[src/core/fsp_defs.svh]
/*
  Offsets, field positions and reset values of the frame sync pin block.
  Assumes APB addressing with one aligned 32-bit word per register.
*/
`ifndef FSP_DEFS_SVH
`define FSP_DEFS_SVH

// ****************************************
// Register offsets
// ****************************************
`define FSP_ADDR_W 8
`define FSP_OFS_RX_CLK_CTRL 8'h00
`define FSP_OFS_TX_CLK_CTRL 8'h04
`define FSP_OFS_COMMON_CTRL 8'h08
`define FSP_OFS_COMMON_STATUS 8'h0C
`define FSP_OFS_GPIO_CTRL 8'h10

// ****************************************
// Field positions
// ****************************************
`define FSP_BIT_RX_FS_DIR 0
`define FSP_BIT_TX_FS_DIR 0
`define FSP_BIT_SYNC_MODE 0
`define FSP_BIT_TX_BUF_SEL 1
`define FSP_BIT_OUT_FLAG 2
`define FSP_BIT_NETWORK 3
`define FSP_BIT_IN_FLAG 0
`define FSP_BIT_RX_LEVEL 1
`define FSP_BIT_TX_LEVEL 2
`define FSP_BIT_FS_LEVEL 3
`define FSP_BIT_RX_AUDIO 0
`define FSP_BIT_RX_MODE 1
`define FSP_BIT_RX_GOUT 3
`define FSP_BIT_TX_AUDIO 4
`define FSP_BIT_TX_MODE 5
`define FSP_BIT_TX_GOUT 7

// ****************************************
// Reset values
// ****************************************
`define FSP_RST_BIT 1'b0
`define FSP_RST_MODE 2'h0
`define FSP_RST_OE_N 1'b1

`endif

[src/core/fsp_pkg.sv]
/*
  Types of the frame sync pin block.
  Assumes nothing beyond the defines header.
*/
package fsp_pkg;

  // Pin role after function, mode and direction are resolved
  typedef enum logic [2:0] {
    ROLE_GPIO_OFF,
    ROLE_GPIO_IN,
    ROLE_GPIO_OUT,
    ROLE_FS_IN,
    ROLE_FS_OUT,
    ROLE_FLAG_IN,
    ROLE_FLAG_OUT,
    ROLE_BUF_EN
  } fsp_role_t;

  typedef enum logic [1:0] {
    GMODE_OFF = 2'h0,
    GMODE_IN = 2'h1,
    GMODE_OUT = 2'h2
  } fsp_gmode_t;

endpackage

[src/core/fsp_sync_if.sv]
/*
  Carrier between the pin block and its input synchroniser.
  Assumes both ends run on pclk.
*/
`timescale 1ns/10ps
`default_nettype none
interface fsp_sync_if;
  logic [2:0] raw;
  logic [2:0] sync;
  modport sync_side (input raw, output sync);
  modport user_side (output raw, input sync);
endinterface
`default_nettype wire

[src/core/fsp_frame_sync_pins.sv]
/*
  Function logic of the receive and transmit frame sync pins of one
  serial audio port, with its APB register slave.
  Assumes the transmitter and receiver cores run on pclk and the pins
  and bit clock come from outside and are synchronised here.
*/
// How it works
// RL1: Asynchronous mode: receive pin is the receivers' frame sync in or out.
// RL2: Synchronous mode, buffer select clear: receive pin is serial flag one.
// RL3: Synchronous, buffer select and rx direction set: drive buffer enable.
// RL4: As a flag, receive pin direction follows rx frame sync direction.
// RL5: Output flag drives pin, updated on frame sync or slot.
// RL6: Input flag captures pin on frame sync or slot.
// RL7: Synchronous mode: transmit pin is common frame sync for all.
// RL8: Asynchronous mode: transmit pin serves transmitters only.
// RL9: Transmit pin direction follows tx frame sync direction bit.
// RL10: In GPIO use each pin is input, output or disconnected.
// RL11: Reset leaves both pins GPIO and disconnected.
// RL12: A GPIO pin neither drives nor samples frame sync.
`include "fsp_defs.svh"
`timescale 1ns/10ps
`default_nettype none
module fsp_frame_sync_pins (
  input wire logic pclk,
  input wire logic presetn,
  input wire logic [7:0] paddr,
  input wire logic psel,
  input wire logic penable,
  input wire logic pwrite,
  input wire logic [31:0] pwdata,
  output logic [31:0] prdata,
  output logic pready,
  output logic pslverr,
  input wire logic rx_frame_sync_pin_in,
  output logic rx_frame_sync_pin_out,
  output logic rx_frame_sync_pin_oe_n,
  input wire logic tx_frame_sync_pin_in,
  output logic tx_frame_sync_pin_out,
  output logic tx_frame_sync_pin_oe_n,
  input wire logic sck_pin,
  input wire logic rx_fs_gen,
  input wire logic tx_fs_gen,
  input wire logic tx_buf_en,
  input wire logic slot_start,
  output logic rx_fs,
  output logic tx_fs,
  output logic input_flag_one
);

  fsp_sync_if sif ();

  logic rx_fs_direction;
  logic tx_fs_direction;
  logic sync_mode_select;
  logic tx_buffer_enable_select;
  logic output_flag_one;
  logic network_mode;
  logic rx_audio;
  logic tx_audio;
  logic [1:0] rx_gmode;
  logic [1:0] tx_gmode;
  logic rx_gout;
  logic tx_gout;
  logic flag_drive;
  logic rx_fs_smp;
  logic tx_fs_smp;
  logic sck_prev;
  logic sck_rise;
  logic rx_level;
  logic tx_level;
  logic fs_rise;
  logic flag_upd;
  logic next_rx_out;
  logic next_tx_out;
  logic wr;
  logic hit;
  logic [31:0] next_prdata;
  fsp_pkg::fsp_role_t rx_role;
  fsp_pkg::fsp_role_t tx_role;

  // ****************************************
  // Role decoding
  // ****************************************
  function automatic fsp_pkg::fsp_role_t pin_role(
    input logic aud,
    input logic [1:0] mode,
    input fsp_pkg::fsp_role_t audio_role
  );
    fsp_pkg::fsp_role_t r;
    r = fsp_pkg::ROLE_GPIO_OFF;
    if (aud)
      r = audio_role;
    else if (mode == fsp_pkg::GMODE_IN)
      r = fsp_pkg::ROLE_GPIO_IN;
    else if (mode == fsp_pkg::GMODE_OUT)
      r = fsp_pkg::ROLE_GPIO_OUT;
    return r;
  endfunction

  function automatic logic role_drives(input fsp_pkg::fsp_role_t r);
    return r == fsp_pkg::ROLE_GPIO_OUT || r == fsp_pkg::ROLE_FS_OUT ||
      r == fsp_pkg::ROLE_FLAG_OUT || r == fsp_pkg::ROLE_BUF_EN;
  endfunction

  always_comb
  begin
    if (!sync_mode_select)
      rx_role = pin_role(rx_audio, rx_gmode, rx_fs_direction ?
        fsp_pkg::ROLE_FS_OUT : fsp_pkg::ROLE_FS_IN); // RL1
    else if (tx_buffer_enable_select && rx_fs_direction)
      rx_role = pin_role(rx_audio, rx_gmode,
        fsp_pkg::ROLE_BUF_EN); // RL3
    else
      rx_role = pin_role(rx_audio, rx_gmode, rx_fs_direction ?
        fsp_pkg::ROLE_FLAG_OUT : fsp_pkg::ROLE_FLAG_IN); // RL2 RL4
    tx_role = pin_role(tx_audio, tx_gmode, tx_fs_direction ?
      fsp_pkg::ROLE_FS_OUT : fsp_pkg::ROLE_FS_IN); // RL9 RL10
  end

  // ****************************************
  // Input sampling
  // ****************************************
  assign sif.raw = {sck_pin, tx_frame_sync_pin_in, rx_frame_sync_pin_in};

  fsp_sync u_sync (
    .pclk(pclk),
    .presetn(presetn),
    .s(sif.sync_side)
  );

  assign sck_rise = sif.sync[2] && !sck_prev;

  always_ff @(posedge pclk or negedge presetn)
  begin
    if (!presetn)
      sck_prev <= `FSP_RST_BIT;
    else
      sck_prev <= sif.sync[2];
  end

  // Frame sync inputs update at rising bit clock edges and clear outside the input role
  always_ff @(posedge pclk or negedge presetn)
  begin
    if (!presetn)
    begin
      rx_fs_smp <= `FSP_RST_BIT;
      tx_fs_smp <= `FSP_RST_BIT;
    end
    else
    begin
      if (rx_role != fsp_pkg::ROLE_FS_IN)
        rx_fs_smp <= 1'b0; // RL12
      else if (sck_rise)
        rx_fs_smp <= sif.sync[0];
      if (tx_role != fsp_pkg::ROLE_FS_IN)
        tx_fs_smp <= 1'b0; // RL12
      else if (sck_rise)
        tx_fs_smp <= sif.sync[1];
    end
  end

  // ****************************************
  // Frame sync routing
  // ****************************************
  always_comb
  begin
    tx_level = 1'b0;
    if (tx_role == fsp_pkg::ROLE_FS_OUT)
      tx_level = tx_fs_gen;
    else if (tx_role == fsp_pkg::ROLE_FS_IN)
      tx_level = tx_fs_smp;
    rx_level = 1'b0;
    if (sync_mode_select)
      rx_level = tx_level; // RL7
    else if (rx_role == fsp_pkg::ROLE_FS_OUT)
      rx_level = rx_fs_gen; // RL8
    else if (rx_role == fsp_pkg::ROLE_FS_IN)
      rx_level = rx_fs_smp; // RL8
  end

  always_ff @(posedge pclk or negedge presetn)
  begin
    if (!presetn)
    begin
      rx_fs <= `FSP_RST_BIT;
      tx_fs <= `FSP_RST_BIT;
    end
    else
    begin
      rx_fs <= rx_level;
      tx_fs <= tx_level;
    end
  end

  // ****************************************
  // Serial flag one
  // ****************************************
  assign fs_rise = rx_level && !rx_fs;
  assign flag_upd = network_mode ? slot_start : fs_rise;

  always_ff @(posedge pclk or negedge presetn)
  begin
    if (!presetn)
      flag_drive <= `FSP_RST_BIT;
    else if (flag_upd)
      flag_drive <= output_flag_one; // RL5
  end

  always_ff @(posedge pclk or negedge presetn)
  begin
    if (!presetn)
      input_flag_one <= `FSP_RST_BIT;
    else if (flag_upd && rx_role == fsp_pkg::ROLE_FLAG_IN)
      input_flag_one <= sif.sync[0]; // RL6
  end

  // ****************************************
  // Pin drivers
  // ****************************************
  always_comb
  begin
    case (rx_role)
      fsp_pkg::ROLE_GPIO_OUT: next_rx_out = rx_gout;
      fsp_pkg::ROLE_FS_OUT: next_rx_out = rx_fs_gen;
      fsp_pkg::ROLE_FLAG_OUT: next_rx_out = flag_drive;
      fsp_pkg::ROLE_BUF_EN: next_rx_out = tx_buf_en;
      default: next_rx_out = 1'b0;
    endcase
    case (tx_role)
      fsp_pkg::ROLE_GPIO_OUT: next_tx_out = tx_gout;
      fsp_pkg::ROLE_FS_OUT: next_tx_out = tx_fs_gen;
      default: next_tx_out = 1'b0;
    endcase
  end

  always_ff @(posedge pclk or negedge presetn)
  begin
    if (!presetn)
    begin
      rx_frame_sync_pin_out <= `FSP_RST_BIT;
      tx_frame_sync_pin_out <= `FSP_RST_BIT;
      rx_frame_sync_pin_oe_n <= `FSP_RST_OE_N; // RL11
      tx_frame_sync_pin_oe_n <= `FSP_RST_OE_N; // RL11
    end
    else
    begin
      rx_frame_sync_pin_out <= next_rx_out; // RL1 RL3 RL5
      tx_frame_sync_pin_out <= next_tx_out; // RL9
      rx_frame_sync_pin_oe_n <= !role_drives(rx_role); // RL4 RL10
      tx_frame_sync_pin_oe_n <= !role_drives(tx_role); // RL9 RL10
    end
  end

  // ****************************************
  // APB slave
  // ****************************************
  // Zero wait states: every access completes in its first access cycle
  assign pready = 1'b1;
  assign wr = psel && penable && pwrite;
  assign hit = paddr == `FSP_OFS_RX_CLK_CTRL ||
    paddr == `FSP_OFS_TX_CLK_CTRL || paddr == `FSP_OFS_COMMON_CTRL ||
    paddr == `FSP_OFS_COMMON_STATUS || paddr == `FSP_OFS_GPIO_CTRL;
  assign pslverr = psel && penable && !hit;

  always_ff @(posedge pclk or negedge presetn)
  begin
    if (!presetn)
    begin
      rx_fs_direction <= `FSP_RST_BIT;
      tx_fs_direction <= `FSP_RST_BIT;
      sync_mode_select <= `FSP_RST_BIT;
      tx_buffer_enable_select <= `FSP_RST_BIT;
      output_flag_one <= `FSP_RST_BIT;
      network_mode <= `FSP_RST_BIT;
      rx_audio <= `FSP_RST_BIT; // RL11
      tx_audio <= `FSP_RST_BIT; // RL11
      rx_gmode <= `FSP_RST_MODE; // RL11
      tx_gmode <= `FSP_RST_MODE; // RL11
      rx_gout <= `FSP_RST_BIT;
      tx_gout <= `FSP_RST_BIT;
    end
    else if (wr)
    begin
      if (paddr == `FSP_OFS_RX_CLK_CTRL)
        rx_fs_direction <= pwdata[`FSP_BIT_RX_FS_DIR];
      else if (paddr == `FSP_OFS_TX_CLK_CTRL)
        tx_fs_direction <= pwdata[`FSP_BIT_TX_FS_DIR];
      else if (paddr == `FSP_OFS_COMMON_CTRL)
      begin
        sync_mode_select <= pwdata[`FSP_BIT_SYNC_MODE];
        tx_buffer_enable_select <= pwdata[`FSP_BIT_TX_BUF_SEL];
        output_flag_one <= pwdata[`FSP_BIT_OUT_FLAG];
        network_mode <= pwdata[`FSP_BIT_NETWORK];
      end
      else if (paddr == `FSP_OFS_GPIO_CTRL)
      begin
        rx_audio <= pwdata[`FSP_BIT_RX_AUDIO];
        rx_gmode <= pwdata[`FSP_BIT_RX_MODE +: 2];
        rx_gout <= pwdata[`FSP_BIT_RX_GOUT];
        tx_audio <= pwdata[`FSP_BIT_TX_AUDIO];
        tx_gmode <= pwdata[`FSP_BIT_TX_MODE +: 2];
        tx_gout <= pwdata[`FSP_BIT_TX_GOUT];
      end
    end
  end

  // Read data is staged in the setup cycle
  always_comb
  begin
    next_prdata = 32'h00000000;
    if (paddr == `FSP_OFS_RX_CLK_CTRL)
      next_prdata[`FSP_BIT_RX_FS_DIR] = rx_fs_direction;
    else if (paddr == `FSP_OFS_TX_CLK_CTRL)
      next_prdata[`FSP_BIT_TX_FS_DIR] = tx_fs_direction;
    else if (paddr == `FSP_OFS_COMMON_CTRL)
    begin
      next_prdata[`FSP_BIT_SYNC_MODE] = sync_mode_select;
      next_prdata[`FSP_BIT_TX_BUF_SEL] = tx_buffer_enable_select;
      next_prdata[`FSP_BIT_OUT_FLAG] = output_flag_one;
      next_prdata[`FSP_BIT_NETWORK] = network_mode;
    end
    else if (paddr == `FSP_OFS_COMMON_STATUS)
    begin
      next_prdata[`FSP_BIT_IN_FLAG] = input_flag_one;
      next_prdata[`FSP_BIT_RX_LEVEL] =
        rx_role == fsp_pkg::ROLE_GPIO_IN && sif.sync[0];
      next_prdata[`FSP_BIT_TX_LEVEL] =
        tx_role == fsp_pkg::ROLE_GPIO_IN && sif.sync[1];
      next_prdata[`FSP_BIT_FS_LEVEL] = rx_fs;
    end
    else if (paddr == `FSP_OFS_GPIO_CTRL)
    begin
      next_prdata[`FSP_BIT_RX_AUDIO] = rx_audio;
      next_prdata[`FSP_BIT_RX_MODE +: 2] = rx_gmode;
      next_prdata[`FSP_BIT_RX_GOUT] = rx_gout;
      next_prdata[`FSP_BIT_TX_AUDIO] = tx_audio;
      next_prdata[`FSP_BIT_TX_MODE +: 2] = tx_gmode;
      next_prdata[`FSP_BIT_TX_GOUT] = tx_gout;
    end
  end

  always_ff @(posedge pclk or negedge presetn)
  begin
    if (!presetn)
      prdata <= 32'h00000000;
    else if (psel && !penable)
      prdata <= next_prdata;
  end
endmodule
`default_nettype wire

[src/core/fsp_sync.sv]
/*
  Two-stage synchroniser for the pin inputs and the sampled bit clock.
  Assumes raw inputs are asynchronous to pclk.
*/
`timescale 1ns/10ps
`default_nettype none
module fsp_sync (
  input wire logic pclk,
  input wire logic presetn,
  fsp_sync_if.sync_side s
);

  logic [2:0] meta;

  // First stage feeds only the second
  always_ff @(posedge pclk or negedge presetn)
  begin
    if (!presetn)
    begin
      meta <= 3'h0;
      s.sync <= 3'h0;
    end
    else
    begin
      meta <= s.raw;
      s.sync <= meta;
    end
  end

endmodule
`default_nettype wire

[config.mk]
export PLATFORM = sky130hd
export DESIGN_NAME = fsp_frame_sync_pins
export DESIGN_NICKNAME = d
export VERILOG_FILES = /design/src/core/fsp_pkg.sv /design/src/core/fsp_sync_if.sv /design/src/core/fsp_frame_sync_pins.sv /design/src/core/fsp_sync.sv
export VERILOG_INCLUDE_DIRS = /design/src /design/src/core
export SDC_FILE = /design/constraint.sdc
export NUM_CORES = 1
export LEC_CHECK = 0
export ABC_AREA = 1
export BUFFER_PORTS_ARGS = -buffer_cell sky130_fd_sc_hd__buf_2
export CELL_PAD_IN_SITES_DETAIL_PLACEMENT = 0
export CELL_PAD_IN_SITES_GLOBAL_PLACEMENT = 1
export CORE_MARGIN = 4
export CORE_UTILIZATION = 37
export CTS_BUF_LIST = sky130_fd_sc_hd__clkbuf_8
export CTS_CLUSTER_SIZE = 12
export DETAILED_ROUTE_END_ITERATION = 6
export PLACE_DENSITY = 0.95
export SYNTH_ARGS = -nofsm -noshare
export SYNTH_HDL_FRONTEND = slang
export SYNTH_SLANG_ARGS = --single-unit
[constraint.sdc]
create_clock -name pclk -period 2.15 [get_ports pclk]
set_input_delay 0.43 -clock pclk [delete_from_list [all_inputs] [get_ports pclk]]
set_output_delay 0.43 -clock pclk [all_outputs]
set_load 0.01 [all_outputs]
==> results_dict.tcl, run 1 <==
set metrics [dict create \
    rows 26 \
    fillers 537 \
    dpl-instance-area_um2 2220 \
    numCtsBuffers 5 \
    crit_path_frequent_cell "buf_2" \
    postLayoutCellArea_um2 2350 \
    finalHoldViolations 0 \
    cts.sinks 39 \
    syn_inst 235 \
    drive_above_1_share 0.285 \
    nets 335 \
    wire_per_inst_um 11.3 \
    yosys_warnings 0 \
    crit_family "simple AND/OR/NAND/NOR gates" \
    path_buf_inv 2 \
    postCtsResizedCells 0 \
    met1_usage 0.164 \
    ys_ff_latch 39 \
    syn_area_per_cell_um2 8.61 \
    drv_cap 0 \
    synth_top_flop_cell "dfrtp_1" \
    worstSetupStartpointType "input pin" \
    drtIter0Drc 93 \
    netlist_area_um2 2020 \
    skew_ps 3.36 \
    rsz0062_at_grt "false" \
    cts_buffer_depth 2 \
    grt_pass1_vias 1397 \
    htreeDepth 2 \
    p_leak_nw 1.25 \
    io_buffers 43 \
    drc 0 \
    holdBufCountCts 0 \
    p_per_area_nw_per_um2 668 \
    grt_max_degree 40 \
    syn2layout_area_growth_pct 16.3 \
    cp_cell_sequence "buf_2 -> nor2_2 -> nand3_2 -> nor2_4 -> nor3_1 -> buf_2" \
    vias 1536 \
    die-area_um2 6710 \
    ys_seq_area_frac 0.484 \
    grt-ovfl-total 0 \
    cp_max_fo 4 \
    diodes 0 \
    slew_viol_final 0 \
    clk_pin_slew_worst_paths_ps 70 \
    required_ps 1720 \
    fin_crit_sh 0.772 \
    hp-class "input pin to async pin" \
    start_util 0.389 \
    synthArstFlopShare 1.00 \
    grt.total_usage 0.125 \
    die_h_um 81.9 \
    busiest_layer "met2" \
    critPathSlowestCell "nor2_4" \
    outcome "complete, no violations" \
    ir_worst_vdd_mv 0.247 \
    grt_util_met2 0.200 \
    synth_edf_count 0 \
    wirelength_mm 4.02 \
    multiInputGateArea_um2 805 \
    setup_viol 0 \
    die_width_um 81.9 \
    cts_tree "done" \
    antenna_found_initial 0 \
    fmax_ghz 0.603 \
    ios 93 \
    fin_crit_ps 1660 \
    cts_root_buf "clkbuf_8" \
    cp-end-kind "output port" \
    insertion_delay_ps 280 \
    grt_pass1_wl_mm 6.40 \
    ys_types 30 \
    setup_tns_ps 0 \
    core_area_um2 5200 \
    cts_setup_buffers 0 \
    ant_nets 0 \
    critPathMaxStageDelay_ps 210 \
    final-seq-area_um2 978 \
    critPathKind "input pin to output port" \
    crit_arrival_ps 1230 \
    place_hpwl_mm 3.19 \
    firstDrtPassIters 4 \
    vias_per_cell 4.34 \
    place_congestion 0.822 \
    use_met3 0.0296 \
]
layer usage:
layer | vias up | part of all wire
li1 | 791 | -
met1 | 694 | 0.44
met2 | 46 | 0.49
met3 | 5 | 0.060
met4 | 0 | 0.011
met5 | - | 0
synthesized netlist by cell type, types with 2 or more instances:
library cell / count / area share
nand3_1: 11 / 0.027
nor2_2: 3 / 0.0093
nand3_2: 4 / 0.020
dfstp_2: 2 / 0.026
inv_1: 26 / 0.048
dfrtp_1: 37 / 0.46
buf_4: 25 / 0.093
o21ai_2: 2 / 0.0087
o21ai_1: 22 / 0.054
inv_2: 7 / 0.013
o21ai_0: 3 / 0.0074
nor2_4: 4 / 0.022
nor3_1: 4 / 0.0099
conb_1: 2 / 0.0037
a21oi_1: 6 / 0.015
nand4_1: 2 / 0.0062
nand2_2: 5 / 0.015
nand2_1: 50 / 0.093
nor2_1: 9 / 0.017
cell usage in the layout, fill, tap and decap left out, types with 2 or more instances in the layout:
master,Yosys,layout
dfstp_2,2,2
nand4_1,2,2
dfrtp_1,37,37
inv_1,26,27
a21oi_1,6,6
nor2_4,4,4
buf_2,0,43
o21ai_2,2,2
nor3_1,4,4
o21ai_1,22,22
nand3_1,11,11
nor2_1,9,9
clkbuf_8,0,5
nor2_2,3,3
nand2_2,5,5
conb_1,2,25
bufinv_16,0,2
inv_2,7,7
nand3_2,4,4
o21ai_0,3,3
nand2_1,50,50
through the flow:
| stage | cells | util | total power [mW] | hold WS [ps] | setup WS [ps] |
|---|---|---|---|---|---|
| after floorplan | 258 | - | 0.863 | 134 | 752 |
| after global placement | 346 | 0.427 | 0.885 | 333 | 471 |
| after detailed placement | 346 | 0.427 | 0.887 | 335 | 478 |
| after CTS | 354 | 0.452 | 1.59 | 199 | 477 |
| after global routing | 354 | 0.452 | 1.64 | 224 | 424 |
| final | 354 | 0.452 | 1.57 | 188 | 491 |
power by group:
group | internal, mW | switching (mW)
Sequential | 0.749 | 0.00796
Combinational | 0.0358 | 0.0803
Clock | 0.459 | 0.240
sequential cells by signal, indices dropped and copies added, names as in the netlist, 2 cells and up:
register / cells
prdata: 8
u_sync.meta: 3
u_sync.s.sync: 3
rx_gmode: 2
tx_gmode: 2
path summary, 6_finish.rpt:
check / from / endpoint / slack [ps] / depth (start not counted)
min in group pclk: tx_frame_sync_pin_in / u_sync.meta[1]$_DFF_PN0_ / 250 / 1
setup / recovery: paddr[1] / pslverr / 490 / 6
setup reg to reg: rx_fs_direction$_DFFE_PN0P_ / prdata[1]$_DFFE_PN0P_ / 670 / 10
hold reg to reg: u_sync.meta[0]$_DFF_PN0_ / u_sync.s.sync[0]$_DFF_PN0_ / 350 / 0
max in group asynchronous: presetn / rx_frame_sync_pin_oe_n$_DFF_PN1_ / 1600 / 2
hold / removal: presetn / prdata[7]$_DFFE_PN0P_ / 190 / 2
final cells by class:
| class | instances | share of cell area |
|---|---|---|
| inverters | 34 | 0.0542 |
| well taps | 70 | 0.0372 |
| multi-input cells | 159 | 0.342 |
| clock buffers | 5 | 0.0292 |
| flip-flops and latches | 39 | 0.416 |
| clock inverters | 3 | 0.0271 |
| repair buffers | 44 | 0.0946 |
worst register-to-register path, stage by stage (launching register included):
cell and delay [ps]:
dfrtp_1 420, inv_1 100, nand2_1 90, nand3_1 80, nand2_2 120, nand2_1 90
nor3_1 250, o21ai_1 100, nand2_1 70, nand2_1 50, nand2_1 60
kinds of logic after synthesis:
kind of cell / count (synthesis) / share of synthesized area
simple gates: 97 / 0.252
flops: 39 / 0.484
compound gates: 37 / 0.0996
other cells: 2 / 0.00371
buf+inv: 60 / 0.161
No activity file was read; power rests on OpenSTA's default activity.
==> run 2, diff against run 1 <==
CORE_UTILIZATION = 34   (was 37)
PLACE_DENSITY = 0.91   (was 0.95)
clock period = 1.6 ns   (was 2.15 ns; I/O delays follow)
==> run 2 against run 1 <==
Utilization is 3.5 points lower; register-to-register slack worse by 480 ps; sequential power is 35% higher; combinational power increased by 40%; global-route usage fell by 0.52 points; routed wire length is 2.0% higher; worst setup slack lost 340 ps; non-clock buffer count grew 3; via count grew 1.1%; clock-buffer cell count unchanged; worst hold slack lost 61 ps; clock power fell by 7.7%; critical endpoint unchanged; largest cell class unchanged.
==> results_dict.tcl, run 2 (synthesized netlist as in run 1, its figures left out) <==
set metrics [dict create \
    dpl-instance-area_um2 2250 \
    fmax_ghz 0.688 \
    rows 27 \
    slew_viol_final 0 \
    die_h_um 85.1 \
    cts_buffer_depth 2 \
    min-delay-start "rx_frame_sync_pin_in" \
    firstDrtPassIters 4 \
    crit_path_frequent_cell "buf_2" \
    cp-end-kind "output port" \
    rsz0062_at_grt "false" \
    ir_worst_vdd_mv 0.288 \
    m1WireLength_mm 1.72 \
    postLayoutSetupSlackWorst_ps 146 \
    die-area_um2 7250 \
    worstSetupStartpointType "input pin" \
    reg2reg_slack_ps 190 \
    ios 93 \
    numCtsBuffers 5 \
    met2_length_mm 2.03 \
    drive_above_1_share 0.303 \
    wirelength_mm 4.10 \
    insertion_delay_ps 290 \
    place_hpwl_mm 3.31 \
    worstReg2RegEnd "input_flag_one$_DFFE_PN0P_" \
    highest_layer "met4" \
    holdWs_ps 127 \
    fin_crit_sh 0.909 \
    antenna_found_initial 0 \
    cts_root_buf "clkbuf_8" \
    cts.sinks 39 \
    nets 338 \
    final_cells 359 \
    start_util 0.359 \
    io_buffers 43 \
    drc 0 \
    r2r_start "rx_audio$_DFFE_PN0P_" \
    grt_pass1_wl_mm 6.89 \
    final_core_util 0.417 \
    total_power_mw 1.82 \
    cts_tree "done" \
    syn2layout_area_growth_pct 16.3 \
    cp_cell_sequence "buf_2 -> nor2_2 -> nand3_2 -> nor2_4 -> nor3_1 -> buf_2" \
    hp-class "input pin to flip-flop" \
    required_ps 1280 \
    crit_arrival_ps 1130 \
    skew_ps 11.2 \
    ant_nets 0 \
    setup_viol 0 \
    grt-ovfl-total 0 \
    min_to "u_sync.meta[0]$_DFF_PN0_" \
    core_area_um2 5640 \
    grt_max_degree 21 \
    r2r_cells 11 \
    vias_per_cell 4.33 \
    dr_wl_met3_um 310 \
    drtIter0Drc 61 \
    diodes 0 \
    final_common_cell "nand2_1" \
    finalHoldViolations 0 \
    fillers 566 \
    cts_setup_buffers 0 \
    outcome "complete, no violations" \
    drv_cap 0 \
    critPathSlowestCell "nor2_4" \
    grt.total_usage 0.119 \
    grt_pass1_vias 1526 \
    dp.cells 350 \
    wire_per_inst_um 11.4 \
    critPathKind "input pin to output port" \
    die_width_um 85.1 \
    layout_common_cells "nand2_1, buf_2, dfrtp_1" \
    clk_pin_slew_worst_paths_ps 80 \
    htreeDepth 2 \
    top_regs "prdata (8), u_sync.meta (3), u_sync.s.sync (3)" \
    whs_path_depth 1 \
    critPathMaxStageDelay_ps 220 \
    vias 1553 \
    regMostFlops "prdata" \
    place_congestion 0.782 \
    fin_crit_ps 1450 \
    cp_max_fo 4 \
    setup_tns_ps 0 \
    place_ws_ps 102 \
    p_per_area_nw_per_um2 774 \
    p_leak_nw 1.24 \
    postLayoutCellArea_um2 2350 \
    largest_register_ffs 8 \
]
## run 2: cell types whose count changed in the layout (fill, tap and decap cells not counted), sizes merged
| cell | change |
|---|---|
| buf | +2 |
| bufinv | -2 |
| clkinv | +1 |
| clkinvlp | +1 |
| dlygate4sd3 | +1 |
## run 2: worst max path at each step
stage	start	to	slack, ps
floorplan	rx_fs_direction$_DFFE_PN0P_	input_flag_one$_DFFE_PN0P_	330
global placement	paddr[5]	prdata[1]$_DFFE_PN0P_	130
detailed placement	paddr[5]	prdata[3]$_DFFE_PN0P_	100
CTS	rx_fs_direction$_DFFE_PN0P_	prdata[1]$_DFFE_PN0P_	130
global route	rx_fs_direction$_DFFE_PN0P_	input_flag_one$_DFFE_PN0P_	8
finish	paddr[1]	pslverr	150
## run 2: critical path, delay by kind of cell
kind | cells | cell delay [ps]
buf+inv | 2 | 240
simple gates | 4 | 580
## run 2: area by class of cell
type	instances	area, µm²	share of cell area
clock buffers	5	68.8	0.0292
clock inverters	3	16.3	0.00691
inverters	34	128	0.0542
multi-input cells	159	810	0.344
flip-flops and latches	39	981	0.417
well taps	72	90.1	0.0383
repair buffers	47	260	0.111
## run 2: metal layers
layer,global-route usage,vias up
met3,0.0427,4
met1,0.148,696
li1,-,805
met2,0.197,48
met5,0,-
met4,0.0302,0
## run 2: timing repair
item,CTS,global route
endpoints found under the hold margin,17,0
setup endpoints to repair,0,2
hold buffers,1,0
resized for setup,0,4
## run 2: power breakdown
part	total [mW]	internal [mW]	leakage, nW	switching, mW
Sequential	1.02	1.01	0.487	0.0107
Clock	0.644	0.298	0.0453	0.345
Combinational	0.162	0.0531	0.708	0.109
